===== config.mk =====
export PLATFORM = sky130hd
export DESIGN_NAME = absolute_encoder_multiturn_tracking
export DESIGN_NICKNAME = d
export VERILOG_FILES = /design/src/shared/abs_enc_pkg.sv /design/src/hw/absolute_encoder_multiturn_tracking.sv
export SDC_FILE = /design/constraint.sdc
export NUM_CORES = 1
export LEC_CHECK = 0
export ABC_CLOCK_PERIOD_IN_PS = 7300
export BUFFER_PORTS_ARGS = -buffer_cell sky130_fd_sc_hd__buf_2
export CAP_MARGIN = 20
export CORE_MARGIN = 2
export CORE_UTILIZATION = 63
export DETAILED_ROUTE_END_ITERATION = 8
export HOLD_SLACK_MARGIN = 0.1
export PLACE_DENSITY = 0.83
export SYNTH_ARGS = -nofsm -noshare
export SYNTH_HDL_FRONTEND = slang
export SYNTH_SLANG_ARGS = --single-unit

===== constraint.sdc =====
create_clock -name ref_clk -period 7.3 [get_ports ref_clk]
set_input_delay 0.73 -clock ref_clk [delete_from_list [all_inputs] [get_ports ref_clk]]
set_output_delay 0.73 -clock ref_clk [all_outputs]
set_load 0.005 [all_outputs]

===== src/shared/abs_enc_pkg.sv =====
package abs_enc_pkg;
    // Encoder usage codes
    localparam logic [1:0] USAGE_DEFAULT = 2'h0;
    localparam logic [1:0] USAGE_INCR = 2'h1;
    localparam logic [1:0] USAGE_SINGLE = 2'h2;
    // Widths and limits
    localparam int TURN_W = 16;
    localparam int PULSE_W = 24;
    localparam int POS_W = 40;
    localparam logic [15:0] LIMIT_DEFAULT = 16'hffff;
    localparam logic [15:0] TURN_ZERO = 16'h0000;
    localparam logic [23:0] PULSE_ZERO = 24'h000000;
    localparam logic [23:0] RES_DEFAULT = 24'h100000;

    // Encoder operating mode after restart
    typedef enum logic [1:0] {MODE_INCR, MODE_SINGLE, MODE_MULTI} enc_mode_t;

    // Encoder feedback sample
    typedef struct packed {
        logic [23:0] pulse;
        logic [15:0] turns;
        logic [15:0] enc_limit;
        logic multiturn_cap;
        logic abs_alarm_a;
        logic abs_alarm_b;
    } enc_fb_t;

    // Position report to the network side
    typedef struct packed {
        logic [39:0] position;
        logic [15:0] turns;
        logic [23:0] pulse;
        logic valid;
    } pos_report_t;
endpackage : abs_enc_pkg


===== src/hw/absolute_encoder_multiturn_tracking.sv =====
`timescale 1ns/10ps
module absolute_encoder_multiturn_tracking (
    input wire logic ref_clk,
    input wire logic rst_b,
    input wire logic [1:0] encoder_usage_select,
    input wire logic [15:0] multiturn_wrap_limit,
    input wire logic [23:0] pulses_per_rev,
    input wire abs_enc_pkg::enc_fb_t enc_fb,
    input wire logic enc_fb_strobe,
    output abs_enc_pkg::pos_report_t pos_report,
    output logic multiturn_limit_mismatch_alarm,
    output logic abs_enc_alarm_a,
    output logic abs_enc_alarm_b,
    output abs_enc_pkg::enc_mode_t enc_mode
);
    abs_enc_pkg::enc_mode_t mode_ff;
    logic cfg_done_ff;
    logic [15:0] limit_ff;
    logic [23:0] res_ff;
    logic [23:0] pulse_ff;
    logic [15:0] turns_ff;
    logic [15:0] enc_limit_ff;
    logic valid_ff;
    logic alarm_ff;
    logic alm_a_ff;
    logic alm_b_ff;
    logic [39:0] pos_ff;
    logic fwd_wrap;
    logic rev_wrap;
    logic [15:0] nxt_turns;
    logic is_abs;

    // Position composition
    function automatic logic [39:0] compose_pos(input logic [15:0] t, input logic [23:0] r,
                                                input logic [23:0] p);
        compose_pos = 40'(t) * 40'(r) + 40'(p);
    endfunction : compose_pos

    // Usage setting and encoder capability to operating mode
    function automatic abs_enc_pkg::enc_mode_t decode_mode(input logic [1:0] usage,
                                                          input logic cap);
        case (usage)
            abs_enc_pkg::USAGE_INCR: decode_mode = abs_enc_pkg::MODE_INCR;
            abs_enc_pkg::USAGE_SINGLE: decode_mode = abs_enc_pkg::MODE_SINGLE;
            default: decode_mode = cap ? abs_enc_pkg::MODE_MULTI
                                       : abs_enc_pkg::MODE_INCR;
        endcase
    endfunction : decode_mode

    // Mode and limit captured once after restart
    always_ff @(posedge ref_clk)
    begin
        if (!rst_b)
        begin
            cfg_done_ff <= 1'b0;
            mode_ff <= abs_enc_pkg::MODE_INCR;
            limit_ff <= abs_enc_pkg::LIMIT_DEFAULT;
            res_ff <= abs_enc_pkg::RES_DEFAULT;
        end
        else if (!cfg_done_ff && enc_fb_strobe)
        begin
            cfg_done_ff <= 1'b1;
            limit_ff <= multiturn_wrap_limit;
            res_ff <= pulses_per_rev;
            mode_ff <= decode_mode(encoder_usage_select, enc_fb.multiturn_cap);
        end
    end

    assign is_abs = (mode_ff != abs_enc_pkg::MODE_INCR);

    // Pulse wrap detection, forward when jumping from top to zero
    always_comb
    begin
        fwd_wrap = (pulse_ff == res_ff - 24'h000001) && (enc_fb.pulse == abs_enc_pkg::PULSE_ZERO);
        rev_wrap = (pulse_ff == abs_enc_pkg::PULSE_ZERO) && (enc_fb.pulse == res_ff - 24'h000001);
    end

    // Next turn count with limit wrap
    always_comb
    begin
        nxt_turns = turns_ff;
        if (mode_ff == abs_enc_pkg::MODE_SINGLE)
            nxt_turns = abs_enc_pkg::TURN_ZERO;
        else if (fwd_wrap)
        begin
            if (is_abs && turns_ff == limit_ff)
                nxt_turns = abs_enc_pkg::TURN_ZERO;
            else
                nxt_turns = turns_ff + 16'h0001;
        end
        else if (rev_wrap)
        begin
            if (is_abs && turns_ff == abs_enc_pkg::TURN_ZERO)
                nxt_turns = limit_ff;
            else
                nxt_turns = turns_ff - 16'h0001;
        end
    end

    // Position tracking
    always_ff @(posedge ref_clk)
    begin
        if (!rst_b)
        begin
            pulse_ff <= abs_enc_pkg::PULSE_ZERO;
            turns_ff <= abs_enc_pkg::TURN_ZERO;
            valid_ff <= 1'b0;
        end
        else if (enc_fb_strobe)
        begin
            pulse_ff <= enc_fb.pulse;
            valid_ff <= cfg_done_ff | valid_ff;
            // First sample loads absolute turns in multiturn mode, zero in the other modes, no homing needed
            if (!cfg_done_ff)
                turns_ff <= (decode_mode(encoder_usage_select, enc_fb.multiturn_cap) ==
                             abs_enc_pkg::MODE_MULTI) ? enc_fb.turns
                                                      : abs_enc_pkg::TURN_ZERO;
            else
                turns_ff <= nxt_turns;
        end
        else if (mode_ff == abs_enc_pkg::MODE_SINGLE)
            turns_ff <= abs_enc_pkg::TURN_ZERO;
    end

    // Position word for the network
    always_ff @(posedge ref_clk)
    begin
        if (!rst_b)
            pos_ff <= 40'h0;
        else
            pos_ff <= compose_pos(turns_ff, res_ff, pulse_ff);
    end

    // Encoder-held limit and alarms
    always_ff @(posedge ref_clk)
    begin
        if (!rst_b)
        begin
            enc_limit_ff <= abs_enc_pkg::LIMIT_DEFAULT;
            alarm_ff <= 1'b0;
            alm_a_ff <= 1'b0;
            alm_b_ff <= 1'b0;
        end
        else
        begin
            if (enc_fb_strobe)
                enc_limit_ff <= enc_fb.enc_limit;
            alarm_ff <= cfg_done_ff && mode_ff == abs_enc_pkg::MODE_MULTI &&
                        limit_ff != enc_limit_ff;
            // Encoder alarms pass only in multiturn mode, taken with each sample
            if (mode_ff != abs_enc_pkg::MODE_MULTI)
            begin
                alm_a_ff <= 1'b0;
                alm_b_ff <= 1'b0;
            end
            else if (enc_fb_strobe)
            begin
                alm_a_ff <= enc_fb.abs_alarm_a;
                alm_b_ff <= enc_fb.abs_alarm_b;
            end
        end
    end

    assign pos_report = '{position: pos_ff, turns: turns_ff, pulse: pulse_ff, valid: valid_ff};
    assign multiturn_limit_mismatch_alarm = alarm_ff;
    assign abs_enc_alarm_a = alm_a_ff;
    assign abs_enc_alarm_b = alm_b_ff;
    assign enc_mode = mode_ff;

    // Checks
    single_zero_a: assert property (@(posedge ref_clk) disable iff (!rst_b)
        mode_ff == abs_enc_pkg::MODE_SINGLE |=> turns_ff == abs_enc_pkg::TURN_ZERO)
        else $error("turn count not zero in single-turn mode");
    rev_load_a: assert property (@(posedge ref_clk) disable iff (!rst_b)
        cfg_done_ff && enc_fb_strobe && rev_wrap && mode_ff == abs_enc_pkg::MODE_MULTI &&
        turns_ff == abs_enc_pkg::TURN_ZERO |=> turns_ff == limit_ff)
        else $error("reverse wrap did not load limit");
    fwd_wrap_a: assert property (@(posedge ref_clk) disable iff (!rst_b)
        cfg_done_ff && enc_fb_strobe && fwd_wrap && mode_ff == abs_enc_pkg::MODE_MULTI &&
        turns_ff == limit_ff |=> turns_ff == abs_enc_pkg::TURN_ZERO)
        else $error("forward wrap did not clear count");
    pos_compose_a: assert property (@(posedge ref_clk) disable iff (!rst_b)
        1'b1 |=> pos_ff == 40'($past(turns_ff)) * 40'($past(res_ff)) + 40'($past(pulse_ff)))
        else $error("position word wrong");
    mismatch_alarm_a: assert property (@(posedge ref_clk) disable iff (!rst_b)
        cfg_done_ff && mode_ff == abs_enc_pkg::MODE_MULTI && limit_ff != enc_limit_ff
        |=> alarm_ff)
        else $error("mismatch alarm missing");
    alarm_suppress_a: assert property (@(posedge ref_clk) disable iff (!rst_b)
        mode_ff == abs_enc_pkg::MODE_SINGLE |=> !alm_a_ff && !alm_b_ff)
        else $error("absolute alarm in single-turn mode");
    incr_mode_a: assert property (@(posedge ref_clk) disable iff (!rst_b)
        !cfg_done_ff && enc_fb_strobe && encoder_usage_select == abs_enc_pkg::USAGE_INCR
        |=> mode_ff == abs_enc_pkg::MODE_INCR)
        else $error("usage 1 not incremental");
    mode_hold_a: assert property (@(posedge ref_clk) disable iff (!rst_b)
        cfg_done_ff |=> $stable(mode_ff))
        else $error("mode changed without restart");
    fwd_step_a: assert property (@(posedge ref_clk) disable iff (!rst_b)
        cfg_done_ff && enc_fb_strobe && fwd_wrap && mode_ff == abs_enc_pkg::MODE_INCR
        |=> turns_ff == $past(turns_ff) + 16'h0001)
        else $error("forward step missed");
    valid_up_a: assert property (@(posedge ref_clk) disable iff (!rst_b)
        cfg_done_ff && enc_fb_strobe |=> pos_report.valid)
        else $error("position not valid after first sample");
    single_mode_a: assert property (@(posedge ref_clk) disable iff (!rst_b)
        !cfg_done_ff && enc_fb_strobe && encoder_usage_select == abs_enc_pkg::USAGE_SINGLE
        |=> mode_ff == abs_enc_pkg::MODE_SINGLE)
        else $error("usage 2 not single-turn");
    multi_mode_a: assert property (@(posedge ref_clk) disable iff (!rst_b)
        !cfg_done_ff && enc_fb_strobe && encoder_usage_select == abs_enc_pkg::USAGE_DEFAULT &&
        enc_fb.multiturn_cap |=> mode_ff == abs_enc_pkg::MODE_MULTI)
        else $error("usage 0 not multiturn on capable encoder");
    abs_load_a: assert property (@(posedge ref_clk) disable iff (!rst_b)
        !cfg_done_ff && enc_fb_strobe && encoder_usage_select == abs_enc_pkg::USAGE_DEFAULT &&
        enc_fb.multiturn_cap |=> turns_ff == $past(enc_fb.turns))
        else $error("absolute turns not loaded at power-up");
    cov_fwd_c: cover property (@(posedge ref_clk) disable iff (!rst_b)
        enc_fb_strobe && fwd_wrap && turns_ff == limit_ff);
    cov_rev_c: cover property (@(posedge ref_clk) disable iff (!rst_b)
        enc_fb_strobe && rev_wrap && turns_ff == abs_enc_pkg::TURN_ZERO);
    cov_alarm_c: cover property (@(posedge ref_clk) disable iff (!rst_b) $rose(alarm_ff));
    cov_single_c: cover property (@(posedge ref_clk) disable iff (!rst_b)
        enc_fb_strobe && fwd_wrap && mode_ff == abs_enc_pkg::MODE_SINGLE);
endmodule : absolute_encoder_multiturn_tracking


Yosys cells after proc, flatten, opt, wreduce, memory -nomap -nowiden
Index checks and enable logic that the tools add are counted.
- output and inout bits: 86
- register bits: 143
- bits of input ports: 104
- word-level logic and storage cells: 59
- $add $sub $neg: 4
- reduce and logical (&&, ||, !) cells: 15
- equal/unequal tests: 11
- multiply operators: 1
- muxes and demuxes: 14
- bitwise gates (word level): 2
- operator list (operator ; count):
    two-way mux 16 bit ; 9
    equality test 24 bit ; 2
    logical NOT 24 bit ; 2
    adder 40 x 24 -> 40 bit ; 1
    multiplier 16 x 24 -> 40 bit ; 1
    subtractor 24 x 1 -> 24 bit, second input constant ; 1
    adder 16 x 1 -> 16 bit, second input constant ; 1
    equality test 16 bit ; 1
    logical NOT 16 bit ; 1
    inequality test 16 bit ; 1
    subtractor 16 x 1 -> 16 bit, second input constant ; 1
    two-way mux 2 bit ; 4
    logical AND 1 bit ; 7
    equality test 2 bit, second input constant ; 3
    equality test 2 x 1 -> 1 bit, second input constant ; 2
    inequality test 4 x 1 -> 1 bit, second input constant ; 1
    case mux 2 bit (2 select lines) ; 1
    nonzero test 2 bit ; 2
    inequality test 2 bit, second input constant ; 1
    AND reduction 2 bit ; 1
    OR reduction 2 bit ; 1
    logical NOT 1 bit ; 1
    NOT 1 bit ; 1
    bitwise OR 1 bit ; 1

Logic depth before layout (Yosys ltp)
- depth after elaboration: 9
- depth in mapped cells: 27

Worst setup path before layout
OpenSTA, ideal clock, no wires.
- kind: reg2reg
- start: register turns_ff[2]
- end: register pos_ff[39]
- data required time: 7.184 ns
- setup slack: 0.607 ns
- stages on the path, launching flop included: 27
- buffers on the path: 3
- data arrival time: 6.577 ns
- cells stage by stage: dfxtp_1 > clkbuf_1 > clkbuf_1 > buf_1 > nand2_1 > fa_1 > inv_1 > fa_1 > inv_1 > fa_1 > inv_1 > fa_1 > fa_1 > inv_1 > fa_1 > inv_1 > ha_1 > a21o_1 > a21oi_1 > o21ai_0 > o211a_1 > nor4_1 > a211oi_1 > o41a_1 > o41ai_1 > xnor2_1 > nor2b_1
- longest elaborated chain between the ends: 2
- ends and longest elaborated chain (element ; RTL line ; source):
    start, declared ; absolute_encoder_multiturn_tracking.sv:21 ; logic [15:0] turns_ff;
    start signal, assigned ; absolute_encoder_multiturn_tracking.sv:106 ; turns_ff <= abs_enc_pkg::TURN_ZERO;
    start signal, assigned ; absolute_encoder_multiturn_tracking.sv:115 ; turns_ff <= (decode_mode(encoder_usage_select, enc_fb.multiturn_cap) ==
    start signal, assigned ; absolute_encoder_multiturn_tracking.sv:119 ; turns_ff <= nxt_turns;
    multiplier 16 x 24 -> 40 bit ; absolute_encoder_multiturn_tracking.sv:36 ; compose_pos = 40'(t) * 40'(r) + 40'(p);
    adder 40 x 24 -> 40 bit ; absolute_encoder_multiturn_tracking.sv:36 ;
    end signal, assigned ; absolute_encoder_multiturn_tracking.sv:131 ; pos_ff <= compose_pos(turns_ff, res_ff, pulse_ff);
    end, declared ; absolute_encoder_multiturn_tracking.sv:27 ; logic [39:0] pos_ff;
No other way between the ends.
A chain may end at the register's enable or synchronous reset.

Worst setup path after layout
- start: register res_ff[8]
- end: register pos_ff[39]
- longest elaborated chain between the ends: 2
- ends and longest elaborated chain (element ; RTL line ; source):
    start, declared ; absolute_encoder_multiturn_tracking.sv:19 ; logic [23:0] res_ff;
    start signal, assigned ; absolute_encoder_multiturn_tracking.sv:58 ; res_ff <= abs_enc_pkg::RES_DEFAULT;
    start signal, assigned ; absolute_encoder_multiturn_tracking.sv:64 ; res_ff <= pulses_per_rev;
    multiplier 16 x 24 -> 40 bit ; absolute_encoder_multiturn_tracking.sv:36 ;
    adder 40 x 24 -> 40 bit ; absolute_encoder_multiturn_tracking.sv:36 ;
No other way between the ends.

==> flow_summary.ini <==
[die]
fp.dieArea_mm2 = 0.03493
die_h_um = 186.9
rows = 66
core_mm2 = 0.03270
die_w_um = 186.9
io_pins = 190
start_util_pct = 64.44

[clocking]
h-tree-depth = 4
cts_tree = done
clockBufferDepth = 2
cts_inserted_buffers = 17
cts_root_buf = clkbuf_16
clock_latency_ns = 0.46
cts.sinks = 143
clk_pin_slew_worst_paths_ns = 0.07

[placed_design]
portBuffers = 189
gp_congestion = 0.9738
dp_hpwl_um = 51210

[cells_and_area]
diodes = 0
nFillCells = 2575
layout.nets = 3180
area_growth_pct = 9.536
layout-drive-gt1-share_pct = 11.44
final_cell_mix = inv_1 (444), nand2_1 (387), fa_1 (330)
final_common_cell = inv_1

[critical_path]
r2r_start = res_ff[8]
end_kind = flip-flop
cp_data_required_time_ns = 7.65
critPathKind = reg -> reg
cp.arrival_ns = 7.42
cp-startpoint = res_ff[8]
cp_max_fo = 17
critPathLaunchType = flip-flop

[power_and_ir_drop]
leakage_uw = 0.01141
vdd_drop_max_mv = 0.1945
clock_power_share_pct = 35.4
combPwrFrac_pct = 31.4
p_seq_share_pct = 33.2
pwr_density_cell_mw_per_mm2 = 120.7
p_sw_uw = 1045
power.internal_uw = 1740
sw_frac_of_total_pct = 37.53

[logic_synthesis]
async_flop_share_pct = 0
yosysWarnings = 0
yosys_register_bits = 143
yosysSeqAreaShare_pct = 13.59
syn_area_mm2 = 0.02107
synthFlopType = dfxtp_1
synthesis.nets = 3068
synthCells = 2516
synth.distinct_cells = 74
synth_edf_count = 0
avgSynthCellArea_um2 = 8.375

[timing]
slew_violations = 0
final.setup.tns_ns = 0
tightest_slew_ns = 1.036
rsz0062_at_grt = false
skew_ns = 0.01536
max_freq_mhz = 141.4
setup_viol = 0
whs_ns = 0.4689
slew_headroom_pct = 30.33
finalCritPeriodShare_pct = 96.85
fin_crit_ns = 7.070
hold_viol_final = 0

[worst_hold_path]
hold_start = valid_ff
hold_class = reg -> reg

[global_routing]
met1_usage_pct = 46.28
grtUsageMet3_pct = 5.197
grt_first_pass_wirelength_um = 102600
globalRoute.busiestLayer = met2
grt_remaining_overflow = 0
antenna_found_initial = 0
grt_pass1_vias = 19090
gr-usage-met2_pct = 64.28
grt.total_usage_pct = 37.79
grt_max_degree = 79

[route]
dr.first_iter.drc_count = 1653
drc = 0
wl_per_cell_um = 20.91
ant_nets = 0
vias_per_cell = 5.965
num_vias = 18390
drtPass1Iterations = 7
totalWireLength_um = 64460

[run]
maxCapViolCount = 0

[outcome]
status = complete, no violations
-- critical path, stage by stage (launching register included) --
cell and delay, ns:
dfxtp_1 0.77, nand2_1 0.16, fa_1 0.50, fa_1 0.54, inv_1 0.05, fa_1 0.49, inv_1 0.06, fa_1 0.54
inv_1 0.05, fa_1 0.47, inv_1 0.05, fa_1 0.47, inv_1 0.04, ha_1 0.21, a211o_1 0.32, o31ai_1 0.78
a211oi_1 0.32, o41a_1 0.51, o41ai_1 0.37, xnor2_1 0.19, nor2b_1 0.07
-- flip-flops by register name, summed over array words and instances, names as in the netlist, 2 cells and up --
name and flops:
pos_ff 40, pulse_ff 24, enc_mode 2, limit_ff 16, res_ff 24, enc_limit_ff 16, turns_ff 16
-- power by group through the flow --
stage,Sequential (uW),Combinational (uW),Clock [uW]
global route,930,962,1020
finish,925,875,986
floorplan,888,602,0
detailed placement,937,859,0
CTS,920,865,990
global placement,935,842,0
-- worst paths after layout --
check | to | slack (ns) | cells after the start
setup reg to reg | pos_ff[39] | 0.23 | 20
hold reg to reg | valid_ff | 0.47 | 1
hold / removal | valid_ff | 0.47 | 1
setup / recovery | pos_ff[39] | 0.23 | 20
-- layout make-up --
class | instances | area, um2 | share of cell area [%]
multi-input combinational | 1771 | 15960 | 69.14
tap | 442 | 553.0 | 2.396
clock buffer | 19 | 442.9 | 1.919
sequential | 143 | 2869 | 12.43
clock inverter | 13 | 176.4 | 0.7644
inverter | 444 | 1667 | 7.221
timing repair buffer | 251 | 1414 | 6.126
-- kinds of logic (layout without fill, tap and decap cells) --
| family | Yosys count | in the layout | share of synthesized area (%) |
|---|---|---|---|
| AOI/OAI and AO/OA | 263 | 263 | 8.640 |
| and+or+nand+nor | 889 | 889 | 21.12 |
| buffers and inverters | 602 | 727 | 10.76 |
| xor gates and xnor gates | 121 | 121 | 5.166 |
| adders and majority gates | 448 | 448 | 38.36 |
| muxes | 50 | 50 | 2.375 |
| DFF | 143 | 143 | 13.59 |
-- synthesized netlist by cell type, types with 14 or more instances --
cell type	count	area, um2
o21ai_0	37	185.2
nand2_1	387	1453
xor2_1	44	385.4
and2_1	178	1114
buf_1	14	52.55
a21boi_0	27	202.7
fa_1	330	6606
nor4_1	37	231.5
clkbuf_1	140	525.5
a21oi_1	57	285.3
mux2i_1	50	500.5
nand3_1	47	235.2
ha_1	118	1476
inv_1	444	1667
or3_1	27	168.9
dfxtp_1	143	2863
a21o_1	17	127.6
nand4_1	22	137.6
nor3_1	22	110.1
xnor2_1	75	656.9
nor2_1	62	232.7
nor2b_1	36	225.2
-- routing by layer --
metal / wire length (um) / up-vias
li1: - / 8123
met1: 24080 / 9039
met5: 0 / -
met2: 31750 / 989
met4: 4041 / 0
met3: 4591 / 239
-- stage by stage --
step	utilization [%]	power, uW	setup slack (ns)	instances	cell area (um2)
after floorplan	-	1490	0.6067	2516	21070
after global placement	68.60	1777	0.5047	3050	22430
after detailed placement	68.60	1796	0.3004	3050	22430
after CTS	70.49	2775	0.1736	3082	23050
after global routing	70.58	2910	0.02336	3083	23080
final	70.58	2786	0.2300	3083	23080
-- what timing repair did --
action                                  CTS  global route
endpoints found under the setup margin    0             6
endpoints found under the hold margin     0             0
hold buffers                              0             0
gates resized for setup                   0             7
buffers inserted                          0             0
No activity file was read; power rests on OpenSTA's default activity.
